### src/pkg/pch_pkg.sv
/*
 * Constants, field layouts and carrier types for the configuration header block.
 * Assumes a single 50 MHz clock and a word-wide configuration access port.
 */
package pch_pkg;

	// ----------------------------------------------------------------
	// Header word offsets, byte addresses within the 64-byte header
	// ----------------------------------------------------------------
	localparam logic [5:0] PCH_OFS_ID = 6'h00;
	localparam logic [5:0] PCH_OFS_CMD = 6'h04;
	localparam logic [5:0] PCH_OFS_CLASS = 6'h08;
	localparam logic [5:0] PCH_OFS_MISC = 6'h0C;
	localparam logic [5:0] PCH_OFS_BAR_MEM = 6'h10;
	localparam logic [5:0] PCH_OFS_BAR_IO = 6'h14;
	localparam logic [5:0] PCH_OFS_BAR_LOC = 6'h18;
	localparam logic [5:0] PCH_OFS_BAR_ROM = 6'h30;
	localparam logic [5:0] PCH_OFS_IRQ = 6'h3C;

	// ----------------------------------------------------------------
	// Command word layout
	// ----------------------------------------------------------------
	localparam logic [15:0] PCH_CMD_RESET = 16'h0000;
	localparam logic [15:0] PCH_CMD_WR_MASK = 16'h0347;
	localparam int PCH_CMD_IO = 0;
	localparam int PCH_CMD_MEM = 1;
	localparam int PCH_CMD_MASTER = 2;
	localparam int PCH_CMD_PARITY = 6;
	localparam int PCH_CMD_SERR = 8;
	localparam int PCH_CMD_FBB = 9;

	// ----------------------------------------------------------------
	// Fixed read values of the other header fields, and the interrupt line reset value
	// ----------------------------------------------------------------
	localparam logic [15:0] PCH_STATUS_VALUE = 16'h0280;
	localparam logic [7:0] PCH_REVISION = 8'h03;
	localparam logic [23:0] PCH_CLASS = 24'h0C0200;
	localparam logic [7:0] PCH_LINE_SIZE = 8'h00;
	localparam logic [7:0] PCH_BURST_LIMIT = 8'h00;
	localparam logic [7:0] PCH_HEADER_KIND = 8'h00;
	localparam logic [7:0] PCH_SELF_TEST = 8'h80;
	localparam logic [7:0] PCH_IRQ_PIN = 8'h01;
	localparam logic [7:0] PCH_MIN_GRANT = 8'h00;
	localparam logic [7:0] PCH_MAX_LATENCY = 8'h00;
	localparam logic [7:0] PCH_IRQ_LINE_RESET = 8'h00;

	// Identification value before the local processor loads it; the value is arbitrary.
	localparam logic [31:0] PCH_ID_DEFAULT = 32'hA5A5_5A5A;

	// ----------------------------------------------------------------
	// Window base registers: writable address bits and fixed flag bits
	// ----------------------------------------------------------------
	localparam logic [31:0] PCH_BAR_RESET = 32'h0000_0000;
	localparam logic [31:0] PCH_BAR_MEM_MASK = 32'hFFFF_FF80;
	localparam logic [31:0] PCH_BAR_MEM_FLAG = 32'h0000_0000;
	localparam logic [31:0] PCH_BAR_IO_MASK = 32'hFFFF_FF80;
	localparam logic [31:0] PCH_BAR_IO_FLAG = 32'h0000_0001;
	localparam logic [31:0] PCH_BAR_LOC_MASK = 32'hFFF0_0000;
	localparam logic [31:0] PCH_BAR_LOC_FLAG = 32'h0000_0000;
	localparam logic [31:0] PCH_BAR_ROM_MASK = 32'hFFFF_0001;
	localparam logic [31:0] PCH_BAR_ROM_FLAG = 32'h0000_0000;
	localparam int PCH_ROM_ENABLE = 0;

	// ----------------------------------------------------------------
	// Carrier types
	// ----------------------------------------------------------------
	typedef struct packed {
		logic valid;
		logic write;
		logic [5:0] addr;
		logic [3:0] be;
		logic [31:0] data;
	} pch_cfg_req_t;

	typedef struct packed {
		logic valid;
		logic is_io;
		logic is_mem;
		logic [31:0] addr;
	} pch_bus_cyc_t;

endpackage

### src/rtl/pch_cmd_reg.sv
/*
 * Command word of the configuration header with per-byte write.
 * Assumes a reset already synchronised to the clock and a one-cycle write strobe.
 */
`timescale 1ns/1ns
module pch_cmd_reg (
	input wire logic i_clock,
	input wire logic i_rst_b,
	input wire logic i_wr,
	input wire logic [1:0] i_be,
	input wire logic [15:0] i_wdata,
	output logic [15:0] o_cmd
);

	// ----------------------------------------------------------------
	// Storage
	// ----------------------------------------------------------------
	logic [15:0] cmd_r;
	logic [15:0] cmd_nxt;

	always_comb begin
		cmd_nxt = cmd_r;
		if (i_wr && i_be[0]) begin
			cmd_nxt[7:0] = i_wdata[7:0];
		end
		if (i_wr && i_be[1]) begin
			cmd_nxt[15:8] = i_wdata[15:8];
		end
		// Unsupported and reserved bits never store anything.
		cmd_nxt = cmd_nxt & pch_pkg::PCH_CMD_WR_MASK;
	end

	always_ff @(posedge i_clock or negedge i_rst_b) begin
		if (!i_rst_b) begin
			cmd_r <= pch_pkg::PCH_CMD_RESET;
		end else begin
			cmd_r <= cmd_nxt;
		end
	end

	assign o_cmd = cmd_r;
endmodule

### src/rtl/pch_config_header.sv
/*
 * Type-0 configuration header: identification, command and window base registers,
 * plus the decode, master, parity and fast back-to-back gating driven by the command word.
 * Assumes configuration accesses and bus-cycle indications synchronous to i_clock.
 */
// Overview of operation
// - Header fields sit at fixed offsets; window bases at 10h, 14h, 18h, 30h; rest reserved.
// - Header resets on power-up and bus reset only, never on adapter software reset.
// - Identification word at 00h holds vendor low, device high; bus writes ignored.
// - Local processor loads identification after reset, then the init-done flag sets.
// - Command resets to zero; then only configuration accesses are answered.
// - Command bit 0 gates claiming of I/O accesses.
// - Command bit 1 gates claiming of memory accesses.
// - Command bit 2 permits starting master transactions.
// - Command bits 3, 4, 5 are unsupported, unwritable, read zero.
// - Command bit 6 enables parity checking; when zero, parity errors are ignored.
// - Command bit 7 is fixed zero; no address or data stepping.
// - Bit 8 enables the system-error driver; address parity reported only with bits 8 and 6.
// - Bit 9 allows fast back-to-back to other targets; else same target only.
`timescale 1ns/1ns
module pch_config_header (
	input wire logic i_clock,
	input wire logic i_rst_b,
	input wire pch_pkg::pch_cfg_req_t i_cfg_req,
	output logic [31:0] o_cfg_rdata,
	output logic o_cfg_ack,
	input wire logic i_local_cfg_id_we,
	input wire logic [31:0] i_local_cfg_id_data,
	input wire logic i_local_cfg_done,
	output logic o_local_init_done,
	input wire pch_pkg::pch_bus_cyc_t i_bus_cyc,
	output logic o_io_claim,
	output logic o_mem_claim,
	input wire logic i_master_req,
	output logic o_master_start,
	input wire logic i_addr_parity_err,
	input wire logic i_data_parity_err,
	output logic o_perr_report,
	output logic o_serr_b_o,
	output logic o_serr_oe,
	input wire logic i_fbb_req,
	input wire logic i_fbb_same_target,
	output logic o_fbb_permit,
	output logic [15:0] o_cmd
);

	// ----------------------------------------------------------------
	// Helpers
	// ----------------------------------------------------------------
	function automatic logic [31:0] bar_merge(input logic [31:0] old_v, input logic [31:0] new_v,
		input logic [3:0] be, input logic [31:0] mask, input logic [31:0] flag);
		logic [31:0] res;
		res = old_v;
		for (int b = 0; b < 4; b++) begin
			if (be[b]) begin
				res[b*8 +: 8] = new_v[b*8 +: 8];
			end
		end
		bar_merge = (res & mask) | flag;
	endfunction

	function automatic logic win_hit(input logic [31:0] addr, input logic [31:0] base,
		input logic [31:0] mask);
		logic [31:0] amask;
		amask = mask & 32'hFFFF_FFF0;
		win_hit = (addr & amask) == (base & amask);
	endfunction

	function automatic logic ofs_is(input logic [5:0] addr, input logic [5:0] ofs);
		ofs_is = addr[5:2] == ofs[5:2];
	endfunction

	// ----------------------------------------------------------------
	// Reset release
	// ----------------------------------------------------------------
	// The header deliberately has no software reset input, so an adapter
	// self-reset cannot disturb addresses the host has already assigned.
	logic rst_meta_r;
	logic rst_sync_r;

	always_ff @(posedge i_clock or negedge i_rst_b) begin
		if (!i_rst_b) begin
			rst_meta_r <= 1'b0;
			rst_sync_r <= 1'b0;
		end else begin
			rst_meta_r <= 1'b1;
			rst_sync_r <= rst_meta_r;
		end
	end

	// ----------------------------------------------------------------
	// Configuration write and read strobes
	// ----------------------------------------------------------------
	logic cfg_wr;
	logic cfg_rd;

	assign cfg_wr = i_cfg_req.valid && i_cfg_req.write;
	assign cfg_rd = i_cfg_req.valid && !i_cfg_req.write;

	// ----------------------------------------------------------------
	// Command word
	// ----------------------------------------------------------------
	logic [15:0] cmd;

	pch_cmd_reg u_cmd (
		.i_clock(i_clock),
		.i_rst_b(rst_sync_r),
		.i_wr(cfg_wr && ofs_is(i_cfg_req.addr, pch_pkg::PCH_OFS_CMD)),
		.i_be(i_cfg_req.be[1:0]),
		.i_wdata(i_cfg_req.data[15:0]),
		.o_cmd(cmd)
	);

	assign o_cmd = cmd;

	// ----------------------------------------------------------------
	// Identification word and local init flag
	// ----------------------------------------------------------------
	logic [31:0] id_r;
	logic init_done_r;

	always_ff @(posedge i_clock or negedge rst_sync_r) begin
		if (!rst_sync_r) begin
			id_r <= pch_pkg::PCH_ID_DEFAULT;
		end else if (i_local_cfg_id_we) begin
			// Only the local side path loads it; configuration writes never reach here.
			id_r <= i_local_cfg_id_data;
		end
	end

	always_ff @(posedge i_clock or negedge rst_sync_r) begin
		if (!rst_sync_r) begin
			init_done_r <= 1'b0;
		end else if (i_local_cfg_done) begin
			init_done_r <= 1'b1;
		end
	end

	assign o_local_init_done = init_done_r;

	// ----------------------------------------------------------------
	// Window bases and interrupt line
	// ----------------------------------------------------------------
	logic [31:0] bar_mem_r;
	logic [31:0] bar_io_r;
	logic [31:0] bar_loc_r;
	logic [31:0] bar_rom_r;
	logic [7:0] irq_line_r;

	always_ff @(posedge i_clock or negedge rst_sync_r) begin
		if (!rst_sync_r) begin
			bar_mem_r <= pch_pkg::PCH_BAR_RESET | pch_pkg::PCH_BAR_MEM_FLAG;
			bar_io_r <= pch_pkg::PCH_BAR_RESET | pch_pkg::PCH_BAR_IO_FLAG;
			bar_loc_r <= pch_pkg::PCH_BAR_RESET | pch_pkg::PCH_BAR_LOC_FLAG;
			bar_rom_r <= pch_pkg::PCH_BAR_RESET | pch_pkg::PCH_BAR_ROM_FLAG;
		end else if (cfg_wr) begin
			if (ofs_is(i_cfg_req.addr, pch_pkg::PCH_OFS_BAR_MEM)) begin
				bar_mem_r <= bar_merge(bar_mem_r, i_cfg_req.data, i_cfg_req.be,
					pch_pkg::PCH_BAR_MEM_MASK, pch_pkg::PCH_BAR_MEM_FLAG);
			end
			if (ofs_is(i_cfg_req.addr, pch_pkg::PCH_OFS_BAR_IO)) begin
				bar_io_r <= bar_merge(bar_io_r, i_cfg_req.data, i_cfg_req.be,
					pch_pkg::PCH_BAR_IO_MASK, pch_pkg::PCH_BAR_IO_FLAG);
			end
			if (ofs_is(i_cfg_req.addr, pch_pkg::PCH_OFS_BAR_LOC)) begin
				bar_loc_r <= bar_merge(bar_loc_r, i_cfg_req.data, i_cfg_req.be,
					pch_pkg::PCH_BAR_LOC_MASK, pch_pkg::PCH_BAR_LOC_FLAG);
			end
			if (ofs_is(i_cfg_req.addr, pch_pkg::PCH_OFS_BAR_ROM)) begin
				bar_rom_r <= bar_merge(bar_rom_r, i_cfg_req.data, i_cfg_req.be,
					pch_pkg::PCH_BAR_ROM_MASK, pch_pkg::PCH_BAR_ROM_FLAG);
			end
		end
	end

	always_ff @(posedge i_clock or negedge rst_sync_r) begin
		if (!rst_sync_r) begin
			irq_line_r <= pch_pkg::PCH_IRQ_LINE_RESET;
		end else if (cfg_wr && ofs_is(i_cfg_req.addr, pch_pkg::PCH_OFS_IRQ) && i_cfg_req.be[0]) begin
			irq_line_r <= i_cfg_req.data[7:0];
		end
	end

	// ----------------------------------------------------------------
	// Configuration read path
	// ----------------------------------------------------------------
	logic [31:0] rd_val;

	always_comb begin
		rd_val = 32'h0000_0000;
		case (i_cfg_req.addr[5:2])
			pch_pkg::PCH_OFS_ID[5:2]: rd_val = id_r;
			pch_pkg::PCH_OFS_CMD[5:2]: rd_val = {pch_pkg::PCH_STATUS_VALUE, cmd};
			pch_pkg::PCH_OFS_CLASS[5:2]: rd_val = {pch_pkg::PCH_CLASS, pch_pkg::PCH_REVISION};
			pch_pkg::PCH_OFS_MISC[5:2]: rd_val = {pch_pkg::PCH_SELF_TEST,
				pch_pkg::PCH_HEADER_KIND, pch_pkg::PCH_BURST_LIMIT, pch_pkg::PCH_LINE_SIZE};
			pch_pkg::PCH_OFS_BAR_MEM[5:2]: rd_val = bar_mem_r;
			pch_pkg::PCH_OFS_BAR_IO[5:2]: rd_val = bar_io_r;
			pch_pkg::PCH_OFS_BAR_LOC[5:2]: rd_val = bar_loc_r;
			pch_pkg::PCH_OFS_BAR_ROM[5:2]: rd_val = bar_rom_r;
			pch_pkg::PCH_OFS_IRQ[5:2]: rd_val = {pch_pkg::PCH_MAX_LATENCY,
				pch_pkg::PCH_MIN_GRANT, pch_pkg::PCH_IRQ_PIN, irq_line_r};
			default: rd_val = 32'h0000_0000;
		endcase
	end

	// Configuration accesses are answered whatever the command word holds.
	always_ff @(posedge i_clock or negedge rst_sync_r) begin
		if (!rst_sync_r) begin
			o_cfg_rdata <= 32'h0000_0000;
			o_cfg_ack <= 1'b0;
		end else begin
			o_cfg_ack <= i_cfg_req.valid;
			if (cfg_rd) begin
				o_cfg_rdata <= rd_val;
			end
		end
	end

	// ----------------------------------------------------------------
	// Decode, master and transfer gating
	// ----------------------------------------------------------------
	logic mem_hit;
	logic io_hit;

	assign io_hit = win_hit(i_bus_cyc.addr, bar_io_r, pch_pkg::PCH_BAR_IO_MASK);
	assign mem_hit = win_hit(i_bus_cyc.addr, bar_mem_r, pch_pkg::PCH_BAR_MEM_MASK)
		|| win_hit(i_bus_cyc.addr, bar_loc_r, pch_pkg::PCH_BAR_LOC_MASK)
		|| (bar_rom_r[pch_pkg::PCH_ROM_ENABLE]
		&& win_hit(i_bus_cyc.addr, bar_rom_r, pch_pkg::PCH_BAR_ROM_MASK));

	// A zero command word clears every enable, so nothing but configuration is claimed.
	assign o_io_claim = i_bus_cyc.valid && i_bus_cyc.is_io && io_hit
		&& cmd[pch_pkg::PCH_CMD_IO];
	assign o_mem_claim = i_bus_cyc.valid && i_bus_cyc.is_mem && mem_hit
		&& cmd[pch_pkg::PCH_CMD_MEM];
	assign o_master_start = i_master_req && cmd[pch_pkg::PCH_CMD_MASTER];
	assign o_fbb_permit = i_fbb_req
		&& (cmd[pch_pkg::PCH_CMD_FBB] || i_fbb_same_target);

	// ----------------------------------------------------------------
	// Parity response and system-error driver
	// ----------------------------------------------------------------
	// The system-error pin is open drain: it only ever pulls low.
	assign o_serr_b_o = 1'b0;

	always_ff @(posedge i_clock or negedge rst_sync_r) begin
		if (!rst_sync_r) begin
			o_perr_report <= 1'b0;
			o_serr_oe <= 1'b0;
		end else begin
			o_perr_report <= i_data_parity_err && cmd[pch_pkg::PCH_CMD_PARITY];
			o_serr_oe <= i_addr_parity_err && cmd[pch_pkg::PCH_CMD_PARITY]
				&& cmd[pch_pkg::PCH_CMD_SERR];
		end
	end
endmodule

### config.mk
export PLATFORM = sky130hd
export DESIGN_NAME = pch_config_header
export DESIGN_NICKNAME = d
export VERILOG_FILES = /design/src/pkg/pch_pkg.sv /design/src/rtl/pch_cmd_reg.sv /design/src/rtl/pch_config_header.sv
export SDC_FILE = /design/constraint.sdc
export NUM_CORES = 1
export LEC_CHECK = 0
export ABC_CLOCK_PERIOD_IN_PS = 6130
export BUFFER_PORTS_ARGS = -buffer_cell sky130_fd_sc_hd__buf_2
export CAP_MARGIN = 10
export CORE_ASPECT_RATIO = 1.75
export CORE_MARGIN = 8
export CORE_UTILIZATION = 30
export CTS_BUF_LIST = sky130_fd_sc_hd__clkbuf_16
export DETAILED_ROUTE_END_ITERATION = 8
export PLACE_DENSITY = 0.47
export SLEW_MARGIN = 0
export SYNTH_ARGS = -nofsm -noshare
export SYNTH_HDL_FRONTEND = slang
export SYNTH_SLANG_ARGS = --single-unit
### constraint.sdc
create_clock -name i_clock -period 6.13 [get_ports i_clock]
set_input_delay 0.613 -clock i_clock [delete_from_list [all_inputs] [get_ports i_clock]]
set_output_delay 0.613 -clock i_clock [all_outputs]
set_load 0.05 [all_outputs]
==> impl_metrics.csv, run 1 <==
group,metric,value,unit
status,status,"finished, final reports clean",
clock_network,cts_made_buffers,17,
run,drv_cap,0,
drt,via_count,5671,
timing,finalHoldViolCount,0,
floorplan,die_y,229.7,um
worst_setup_path,reg2reg_depth,1,
hold_path,hold_path_depth,1,
floorplan,die_w,138.1,um
drt,drt_first_pass_iters,6,
drt,routed_wl,26980,um
timing,finalSetupViolCount,0,
yosys,synthArstFlopShare,100.0,%
floorplan,boundaryPins,177,
yosys,synthDistinctLibCells,47,
worst_setup_path,cp_max_fo,3,
timing,finalCritPeriodShare,53.35,%
hold_path,min-delay-start,"i_cfg_req[43]",
placed_design,place.gp.congestion,0.8755,
finish,antenna_cells,0,
yosys,yosys.area.top_type,"dfrtp_1",
yosys,synth_warnings,0,
floorplan,row_count,78,
timing,slew_violations,0,
clock_network,root_buffer,"clkbuf_16",
timing,max_slew_margin,35.24,%
timing,max_freq,0.3058,GHz
drt,final_antenna_net_count,0,
worst_setup_path,critPathSlowestCell,"or4_1",
yosys,ys.flop_type,"dfrtp_1",
pwr,power_density,302.6,nW/um^2
floorplan,start_util,30.39,%
clock_network,clk_path_buf_depth,2,
yosys,netlist_area,7829,um^2
global_route,grt_pass1_wl,40740,um
worst_setup_path,path_cells,"xnor2_1 > nand4_1 > or4_1 > nor4_1 > buf_2",
yosys,ys_top_cells_by_count,"dfrtp_1 (147), mux2_2 (125), xnor2_1 (65), nand2_1 (23), a22oi_1 (20)",
clock_network,clk_latency,0.45,ns
worst_setup_path,rrSetupSlack,4.55,ns
global_route,first_global_vias,6425,
worst_setup_path,cp.arrival,2.66,ns
clock_network,htreeDepth,4,
hold_path,hold_end,"o_cfg_ack",
worst_setup_path,path_buf_inv,1,
pwr,p_leak,4.274,nW
yosys,synthTopCellsByArea,"dfrtp_1 (47%), mux2_2 (18%), xnor2_1 (7.3%)",
floorplan,coreArea,25760,um^2
global_route,grt_remaining_overflow,0,
worst_setup_path,r2r-start,"rst_sync_r",
drt,drtIter0Drc,488,
worst_setup_path,start_kind,"flip-flop",
worst_setup_path,path_delay_family,"simple AND/OR/NAND/NOR gates",
yosys,synth_edf_count,0,
clock_network,clkTransAtPathRegs,0.07,ns
worst_setup_path,slowest_delay,0.55,ns
drt,vias_per_cell,5.123,
drt,wl_per_cell,24.37,um
worst_setup_path,r2r_end,"o_cfg_rdata[30]",
drt,drt_drc_violations_left,0,
yosys,synth-seq-cells,163,
worst_setup_path,path_class,"flip-flop to output pin",
global_route,grt_max_degree,61,
yosys,yosysMostFrequentCell,"dfrtp_1",
worst_setup_path,worstPathRequired,5.52,ns
worst_setup_path,worstSetupStartpoint,"bar_io_r[19]",
clock_network,cts_tree,"built",
floorplan,dieArea,31730,um^2
timing,rsz0062_at_grt,"no",
worst_setup_path,endpoint_kind,"output pin",
pwr,ir_drop,190.3,uV
yosys,avgSynthCellArea,12.51,um^2
timing,finalSetupTns,0,ns
hold_path,hp-class,"input port to flip-flop",
finish,nNetsFinal,894,
placed_design,dp.final_hpwl,20340,um
timing,finalClockSkew,0.007899,ns
clock_network,post-cts-setup-buffers,0,
yosys,synth_cells,626,
yosys,yosysTopAreaCellShare,46.99,%
global_route,grt_usage,17.10,%
finish,drive_above_1_share,44.98,%
global_route,antenna_found_initial,1,
placed_design,port_buffers,156,
finish,syn_to_final_growth,21.13,%
timing,tightest_slew,0.9714,ns
clock_network,clock_sinks,163,
pwr,finalPower,2.870,mW
timing,post-route-min-period,3.270,ns
yosys,seq_area_frac_synth,52.36,%
## layer usage
| metal | global-route usage, % | vias to the layer above | wire (um) |
|---|---|---|---|
| li1 | - | 2572 | - |
| met1 | 17.83 | 2863 | 10030 |
| met2 | 30.95 | 186 | 14650 |
| met3 | 4.354 | 48 | 1324 |
| met4 | 8.734 | 2 | 970 |
| met5 | 0 | - | 10 |
## worst max path at each step
stage               slack (ns)  depth (start not counted)           end
floorplan                 1.28                          0  bar_io_r[10]
CTS                       2.76                          5    o_io_claim
detailed placement        2.95                          6    o_io_claim
global placement          2.98                          6    o_io_claim
global route              2.78                          5    o_io_claim
finish                    2.86                          5    o_io_claim
## what timing repair did
item,CTS,global route
hold buffers,1,0
hold endpoints to repair,2,0
gates resized for setup,0,0
## cell families after synthesis
kind of cell,share of synthesized area [%]
AO/OA/AOI/OAI,10.07
buffers and inverters,2.973
XOR/XNOR,8.726
multiplexers,18.11
other,0.09593
AND/OR/NAND/NOR,7.671
flip-flops,52.36
## where the power goes
group,switching [mW],total (mW),internal [mW]
registers,0.109,1.31,1.20
logic,0.272,0.469,0.197
clock network,0.460,1.09,0.635
## final cells by class
type,count,area (um^2)
inverters,1,3.754
well taps,320,400.4
flip-flops and latches,163,4103
clock inverters,15,163.9
clock buffers,17,425.4
multi-input cells,427,3543
repair buffers,164,843.3
fillers,2592,16280
## cell usage in the layout (no fill, tap or decap), types with 5 or more instances in the layout
| master | Yosys | routed |
|---|---|---|
| buf_2 | 12 | 156 |
| dfrtp_1 | 147 | 146 |
| mux2_2 | 125 | 125 |
| xnor2_1 | 65 | 65 |
| nand2_1 | 23 | 23 |
| a22oi_1 | 20 | 20 |
| nand4_1 | 19 | 19 |
| clkbuf_16 | 0 | 17 |
| a222oi_1 | 16 | 16 |
| a21oi_1 | 16 | 16 |
| dfstp_2 | 16 | 16 |
| o21ai_0 | 15 | 15 |
| a22o_1 | 14 | 14 |
| xor2_1 | 13 | 13 |
| conb_1 | 2 | 12 |
| nand3_1 | 11 | 11 |
| nor2_2 | 10 | 10 |
| nor2_1 | 9 | 9 |
| a21o_1 | 9 | 9 |
| buf_4 | 12 | 7 |
| nor4_1 | 5 | 5 |
| a221oi_1 | 5 | 5 |
## through the flow
stage / setup slack [ns] / hold slack (ns) / instances / util, % / cell area (um^2)
finish: 2.860 / 0.3357 / 1107 / 36.81 / 9483
global route: 2.780 / 0.3307 / 1107 / 36.81 / 9483
CTS: 2.758 / 0.3109 / 1107 / 36.81 / 9483
detailed placement: 2.945 / 0.3471 / 1074 / 34.48 / 8884
global placement: 2.982 / 0.3377 / 1074 / 34.48 / 8884
floorplan: 1.280 / 0.3174 / 636 / - / 7866
## state kept, by name (all words and copies together), names as in the netlist
| register | count |
|---|---|
| bar_io_r | 25 |
| bar_loc_r | 12 |
| bar_mem_r | 25 |
| bar_rom_r | 17 |
| id_r | 32 |
| irq_line_r | 8 |
| o_cfg_ack | 1 |
| o_cfg_rdata | 32 |
| o_local_init_done | 1 |
| o_perr_report | 1 |
| o_serr_oe | 1 |
| rst_meta_r | 1 |
| rst_sync_r | 1 |
| u_cmd.o_cmd | 6 |
Power figures use the tool's default switching activity.
==> inputs of run 2 (changes only) <==
--- a/config.mk
+++ b/config.mk
@@ -5,7 +5,7 @@
 export SDC_FILE = /design/constraint.sdc
 export NUM_CORES = 1
 export LEC_CHECK = 0
-export ABC_CLOCK_PERIOD_IN_PS = 6130
+export ABC_CLOCK_PERIOD_IN_PS = 2900
 export BUFFER_PORTS_ARGS = -buffer_cell sky130_fd_sc_hd__buf_2
 export CAP_MARGIN = 10
 export CORE_ASPECT_RATIO = 1.75
@@ -13,7 +13,7 @@
 export CORE_UTILIZATION = 30
 export CTS_BUF_LIST = sky130_fd_sc_hd__clkbuf_16
 export DETAILED_ROUTE_END_ITERATION = 8
-export PLACE_DENSITY = 0.47
+export PLACE_DENSITY = 0.49
 export SLEW_MARGIN = 0
 export SYNTH_ARGS = -nofsm -noshare
 export SYNTH_HDL_FRONTEND = slang
==> constraint.sdc (replaced) <==
create_clock -name i_clock -period 2.9 [get_ports i_clock]
set_input_delay 0.29 -clock i_clock [delete_from_list [all_inputs] [get_ports i_clock]]
set_output_delay 0.29 -clock i_clock [all_outputs]
set_load 0.05 [all_outputs]
==> impl_metrics.csv, run 2 (synthesized netlist as in run 1, its figures left out) <==
group,metric,value,unit
status,status,"finished, final reports clean",
worst_setup_path,slowest_delay,0.48,ns
worst_setup_path,path_delay_family,"simple AND/OR/NAND/NOR gates",
drt,drt_first_pass_iters,5,
worst_setup_path,cp.arrival,2.39,ns
floorplan,dieArea,31730,um^2
timing,tightest_slew,0.9619,ns
timing,rsz0062_at_grt,"no",
worst_setup_path,start_kind,"flip-flop",
clock_network,post-cts-setup-buffers,0,
worst_setup_path,crit_top_cell,"nand4_1",
floorplan,coreArea,25760,um^2
worst_setup_path,path_class,"flip-flop to output pin",
timing,max_freq,0.3735,GHz
timing,finalSetupViolCount,0,
clock_network,clk_latency,0.45,ns
finish,syn_to_final_growth,22.30,%
timing,finalHoldViolCount,0,
finish,drive_above_1_share,45.28,%
drt,routed_wl,26730,um
global_route,first_global_vias,6327,
drt,drt_drc_violations_left,0,
clock_network,cts_tree,"built",
floorplan,die_w,138.1,um
global_route,grt_pass1_wl,40300,um
global_route,grt_remaining_overflow,0,
drt,via_count,5756,
timing,max_slew_margin,35.87,%
worst_setup_path,path_buf_inv,1,
timing,slew_violations,0,
pwr,ir_drop,434.1,uV
finish,reg_top3,"id_r x32, o_cfg_rdata x32",
placed_design,dpl_cell_area,8992,um^2
clock_network,root_buffer,"clkbuf_16",
clock_network,clkTransAtPathRegs,0.06,ns
timing,finalSetupTns,0,ns
global_route,antenna_found_initial,5,
finish,final_common_cell,"buf_2",
pwr,p_leak,4.333,nW
placed_design,place.gp.congestion,0.8626,
floorplan,boundaryPins,177,
clock_network,clock_sinks,163,
clock_network,clk_path_buf_depth,2,
drt,vias_per_cell,5.144,
finish,fillers,2641,
run,drv_cap,0,
finish,final_cell_mix,"buf_2 (156), dfrtp_1 (146), mux2_2 (125), xnor2_1 (65), nand2_1 (23)",
floorplan,row_count,78,
finish,stdcell_area,9574,um^2
global_route,grt_max_degree,65,
clock_network,cts_made_buffers,17,
floorplan,die_y,229.7,um
floorplan,start_util,30.39,%
worst_setup_path,cp_max_fo,3,
global_route,grt_usage,17.01,%
pwr,power_density,620.0,nW/um^2
drt,wl_per_cell,23.89,um
timing,finalCritPeriodShare,92.33,%
drt,drtIter0Drc,389,
worst_setup_path,critPathSlowestCell,"xnor2_1",
finish,nNetsFinal,902,
clock_network,htreeDepth,4,
worst_setup_path,endpoint_kind,"output pin",
worst_setup_path,worstPathRequired,2.61,ns
placed_design,port_buffers,156,
timing,finalClockSkew,0.009803,ns
placed_design,dp.final_hpwl,20610,um
timing,post-route-min-period,2.678,ns
hold_path,hp-class,"input port to flip-flop",
worst_setup_path,path_cells,"xnor2_1 > nand4_1 > nor4_1 > nand4_1 > nand3_1 > buf_2",
drt,final_antenna_net_count,0,
[run 2: cell types whose count changed in the layout (fill, tap and decap cells not counted), sizes merged]
cell	before	now
buf	163	170
diode	0	4
inv	2	4
bufinv	3	2
clkinvlp	3	2
dlygate4sd3	1	2
[run 2: report_power, final]
group          internal (mW)  total, mW  switching [mW]
combinational          0.426       1.01           0.582
clock                   1.24       2.17           0.928
sequential              2.53       2.76           0.226
total                   4.20       5.94            1.74
[run 2: through the flow]
step                hold WS [ns]  utilization (%)  worst slack, ns  total power, mW  std cells
floorplan              -0.005591                -           0.2178            3.410        636
global placement         0.07602            34.90           0.6521            3.805       1081
detailed placement       0.07720            34.90           0.6827            3.818       1081
CTS                      0.01496            37.12           0.2124            6.001       1115
global route             0.03185            37.15           0.1150            6.179       1118
finish                   0.03579            37.16           0.2225            5.936       1119
[run 2: routing by layer]
metal  up-vias  global-route usage (%)  share of wire [%]
li1       2590                       -                  -
met1      2957                   18.05                 37
met2       173                   30.40                 54
met3        34                   4.272                5.4
met4         2                   8.837                3.5
met5         -                       0              0.037
[run 2: final timing paths]
kind / startpoint / to / slack (ns) / cells past startpoint
setup / recovery: bar_mem_r[30] / o_mem_claim / 0.22 / 6
hold / removal: i_local_cfg_done / o_local_init_done / 0.04 / 2
setup reg to reg: bar_rom_r[17] / o_cfg_rdata[17] / 1.49 / 3
hold reg to reg: rst_sync_r / id_r[10] / 0.31 / 0
max in group asynchronous: rst_sync_r / id_r[29] / 1.80 / 1
min in group asynchronous: i_rst_b / rst_sync_r / 0.17 / 2
[run 2: cell type report]
class                           count  area, um^2  share of cell area, %
Antenna cell                        4       10.01                 0.1045
Clock buffer                       17       425.4                  4.443
Clock inverter                     15       126.4                  1.320
Inverter                            1       3.754                0.03921
Multi-Input combinational cell    427        3550                  37.08
Sequential cell                   163        4103                  42.85
Tap cell                          320       400.4                  4.182
Timing Repair Buffer              172       955.9                  9.984
[run 2: timing repair]
item / CTS / global route
endpoints found under the setup margin: 0 / 0
hold endpoints to repair: 3 / 0
hold buffers: 2 / 0
gates resized for setup: 0 / 0
==> inputs of run 3 (changes only) <==
--- a/config.mk
+++ b/config.mk
@@ -5,7 +5,7 @@
 export SDC_FILE = /design/constraint.sdc
 export NUM_CORES = 1
 export LEC_CHECK = 0
-export ABC_CLOCK_PERIOD_IN_PS = 2900
+export ABC_CLOCK_PERIOD_IN_PS = 3120
 export BUFFER_PORTS_ARGS = -buffer_cell sky130_fd_sc_hd__buf_2
 export CAP_MARGIN = 10
 export CORE_ASPECT_RATIO = 1.75
@@ -13,7 +13,7 @@
 export CORE_UTILIZATION = 30
 export CTS_BUF_LIST = sky130_fd_sc_hd__clkbuf_16
 export DETAILED_ROUTE_END_ITERATION = 8
-export PLACE_DENSITY = 0.49
+export PLACE_DENSITY = 0.47
 export SLEW_MARGIN = 0
 export SYNTH_ARGS = -nofsm -noshare
 export SYNTH_HDL_FRONTEND = slang
==> constraint.sdc (replaced) <==
create_clock -name i_clock -period 3.12 [get_ports i_clock]
set_input_delay 0.312 -clock i_clock [delete_from_list [all_inputs] [get_ports i_clock]]
set_output_delay 0.312 -clock i_clock [all_outputs]
set_load 0.05 [all_outputs]
==> impl_metrics.csv, run 3 (synthesized netlist as in run 1, its figures left out) <==
group,metric,value,unit
clock_network,clk_path_buf_depth,2,
clock_network,htreeDepth,4,
global_route,grt_pass1_wl,41030,um
global_route,grt_remaining_overflow,0,
drt,wl_met1,10200,um
worst_setup_path,cp_max_fo,3,
hold_path,hold_end,"o_cfg_ack",
worst_setup_path,reg2reg_depth,4,
worst_setup_path,path_buf_inv,1,
clock_network,cts_resized,0,
status,status,"finished, final reports clean",
timing,max_freq,0.3426,GHz
worst_setup_path,path_delay_family,"simple AND/OR/NAND/NOR gates",
worst_setup_path,endpoint_kind,"output pin",
floorplan,dieArea,31730,um^2
clock_network,clkTransAtPathRegs,0.06,ns
pwr,p_int,4.065,mW
worst_setup_path,cp.arrival,2.61,ns
finish,reg_top3,"id_r x32, o_cfg_rdata x32",
clock_network,clk_latency,0.44,ns
placed_design,port_buffers,156,
pwr,pwr-share-comb,16.3,%
pwr,switching_power,1.591,mW
finish,final_common_cell,"buf_2",
worst_setup_path,critPathSlowestCell,"or4_1",
drt,drt_first_pass_iters,7,
drt,via_count,5754,
timing,finalClockSkew,0.006830,ns
worst_setup_path,path_class,"flip-flop to output pin",
timing,finalHoldViolCount,0,
timing,tightest_slew,0.9174,ns
drt,final_antenna_net_count,0,
finish,syn_to_final_growth,22.30,%
timing,max_slew_margin,38.84,%
drt,wl_met2,14570,um
global_route,first_global_vias,6401,
worst_setup_path,path_cells,"xnor2_1 > nand4_1 > or4_1 > nor4_1 > buf_2",
drt,dr.max_layer_used,"met5",
drt,routed_wl,27060,um
drt,vias_per_cell,5.151,
clock_network,cts_tree,"built",
pwr,swShare,28.13,%
global_route,grt_usage,17.28,%
pwr,finalPower,5.656,mW
hold_path,hold_path_depth,1,
worst_setup_path,worstPathRequired,2.81,ns
global_route,antenna_found_initial,6,
placed_design,place_inst,1080,
clock_network,root_buffer,"clkbuf_16",
floorplan,start_util,30.39,%
drt,wl_per_cell,24.23,um
placed_design,place.gp.congestion,0.8590,
pwr,p_leak,4.339,nW
timing,rsz0062_at_grt,"no",
placed_design,place_ws,0.6404,ns
worst_setup_path,cp.depth,5,
finish,drive_above_1_share,45.27,%
timing,setup_ws,0.2015,ns
clock_network,cts_made_buffers,17,
drt,drtIter0Drc,377,
timing,post-route-min-period,2.919,ns
pwr,seqPwrFrac,45.5,%
floorplan,boundaryPins,177,
drt,drt_drc_violations_left,0,
global_route,grt_max_degree,53,
timing,finalSetupTns,0,ns
finish,final_cell_mix,"buf_2 (156), dfrtp_1 (146), mux2_2 (125), xnor2_1 (65), nand2_1 (23)",
pwr,power_density,590.8,nW/um^2
hold_path,min-delay-start,"i_cfg_req[43]",
timing,finalSetupViolCount,0,
timing,slew_violations,0,
finish,nNetsFinal,900,
worst_setup_path,r2r-start,"bar_loc_r[26]",
pwr,p_clk_share,38.2,%
finish,fin_util,37.16,%
timing,finalCritPeriodShare,93.54,%
worst_setup_path,r2r_end,"o_cfg_rdata[26]",
placed_design,dp.final_hpwl,20620,um
worst_setup_path,slowest_delay,0.58,ns
floorplan,die_w,138.1,um
clock_network,clock_sinks,163,
floorplan,row_count,78,
drt,met3WireLength,1346,um
worst_setup_path,start_kind,"flip-flop",
floorplan,coreArea,25760,um^2
pwr,ir_drop,360.4,uV
run,drv_cap,0,
worst_setup_path,rrSetupSlack,1.83,ns
finish,instances_no_fill,1117,
floorplan,die_y,229.7,um
hold_path,hp-class,"input port to flip-flop",
-- run 3: cell count changes in the layout (fill, tap and decap cells not counted), sizes merged --
cell | previous run | this run
buf | 170 | 169
bufinv | 2 | 4
clkinv | 8 | 7
clkinvlp | 2 | 1
dlygate4sd3 | 2 | 1
-- run 3: worst max path at each step --
stage	endpoint	start	slack [ns]
5_1_grt	o_io_claim	bar_io_r[26]	0.14
6_report	o_io_claim	bar_io_r[26]	0.20
2_1_floorplan	o_io_claim	u_cmd.o_cmd[0]	0.09
4_1_cts	o_io_claim	bar_io_r[26]	0.21
3_3_place_gp	o_io_claim	i_bus_cyc[26]	0.61
3_5_place_dp	o_cfg_rdata[8]	i_cfg_req[39]	0.64
-- run 3: timing repair --
action	CTS	global route
hold endpoints to repair	2	0
setup buffers	0	0
hold buffers	1	0
-- run 3: power groups by stage --
stage	Sequential, mW	Clock (mW)	Combinational, mW
floorplan	2.67	0	0.502
global placement	2.60	0	0.917
detailed placement	2.61	0	0.932
CTS	2.57	2.22	0.937
global route	2.60	2.31	0.988
finish	2.57	2.16	0.922
-- run 3: final cells by class --
cell class / instances / area (um^2)
Fill cell: 2559 / 16190
Tap cell: 320 / 400.4
Clock buffer: 17 / 425.4
Antenna cell: 4 / 10.01
Inverter: 1 / 3.754
Clock inverter: 15 / 175.2
Timing Repair Buffer: 170 / 913.4
Multi-Input combinational cell: 427 / 3543
Sequential cell: 163 / 4103
-- run 3: metal layers --
metal / global-route usage (%) / vias to the layer above
met5: 0 / -
met4: 8.461 / 2
met3: 4.519 / 40
met2: 30.69 / 205
met1: 18.56 / 2926
li1: - / 2581
-- run 3: metrics by stage --
stage	area (um^2)	hold WS [ns]
finish	9574	0.04891
global route	9572	0.02866
CTS	9564	0.02057
detailed placement	8954	0.09894
global placement	8954	0.1003
floorplan	7868	0.01641
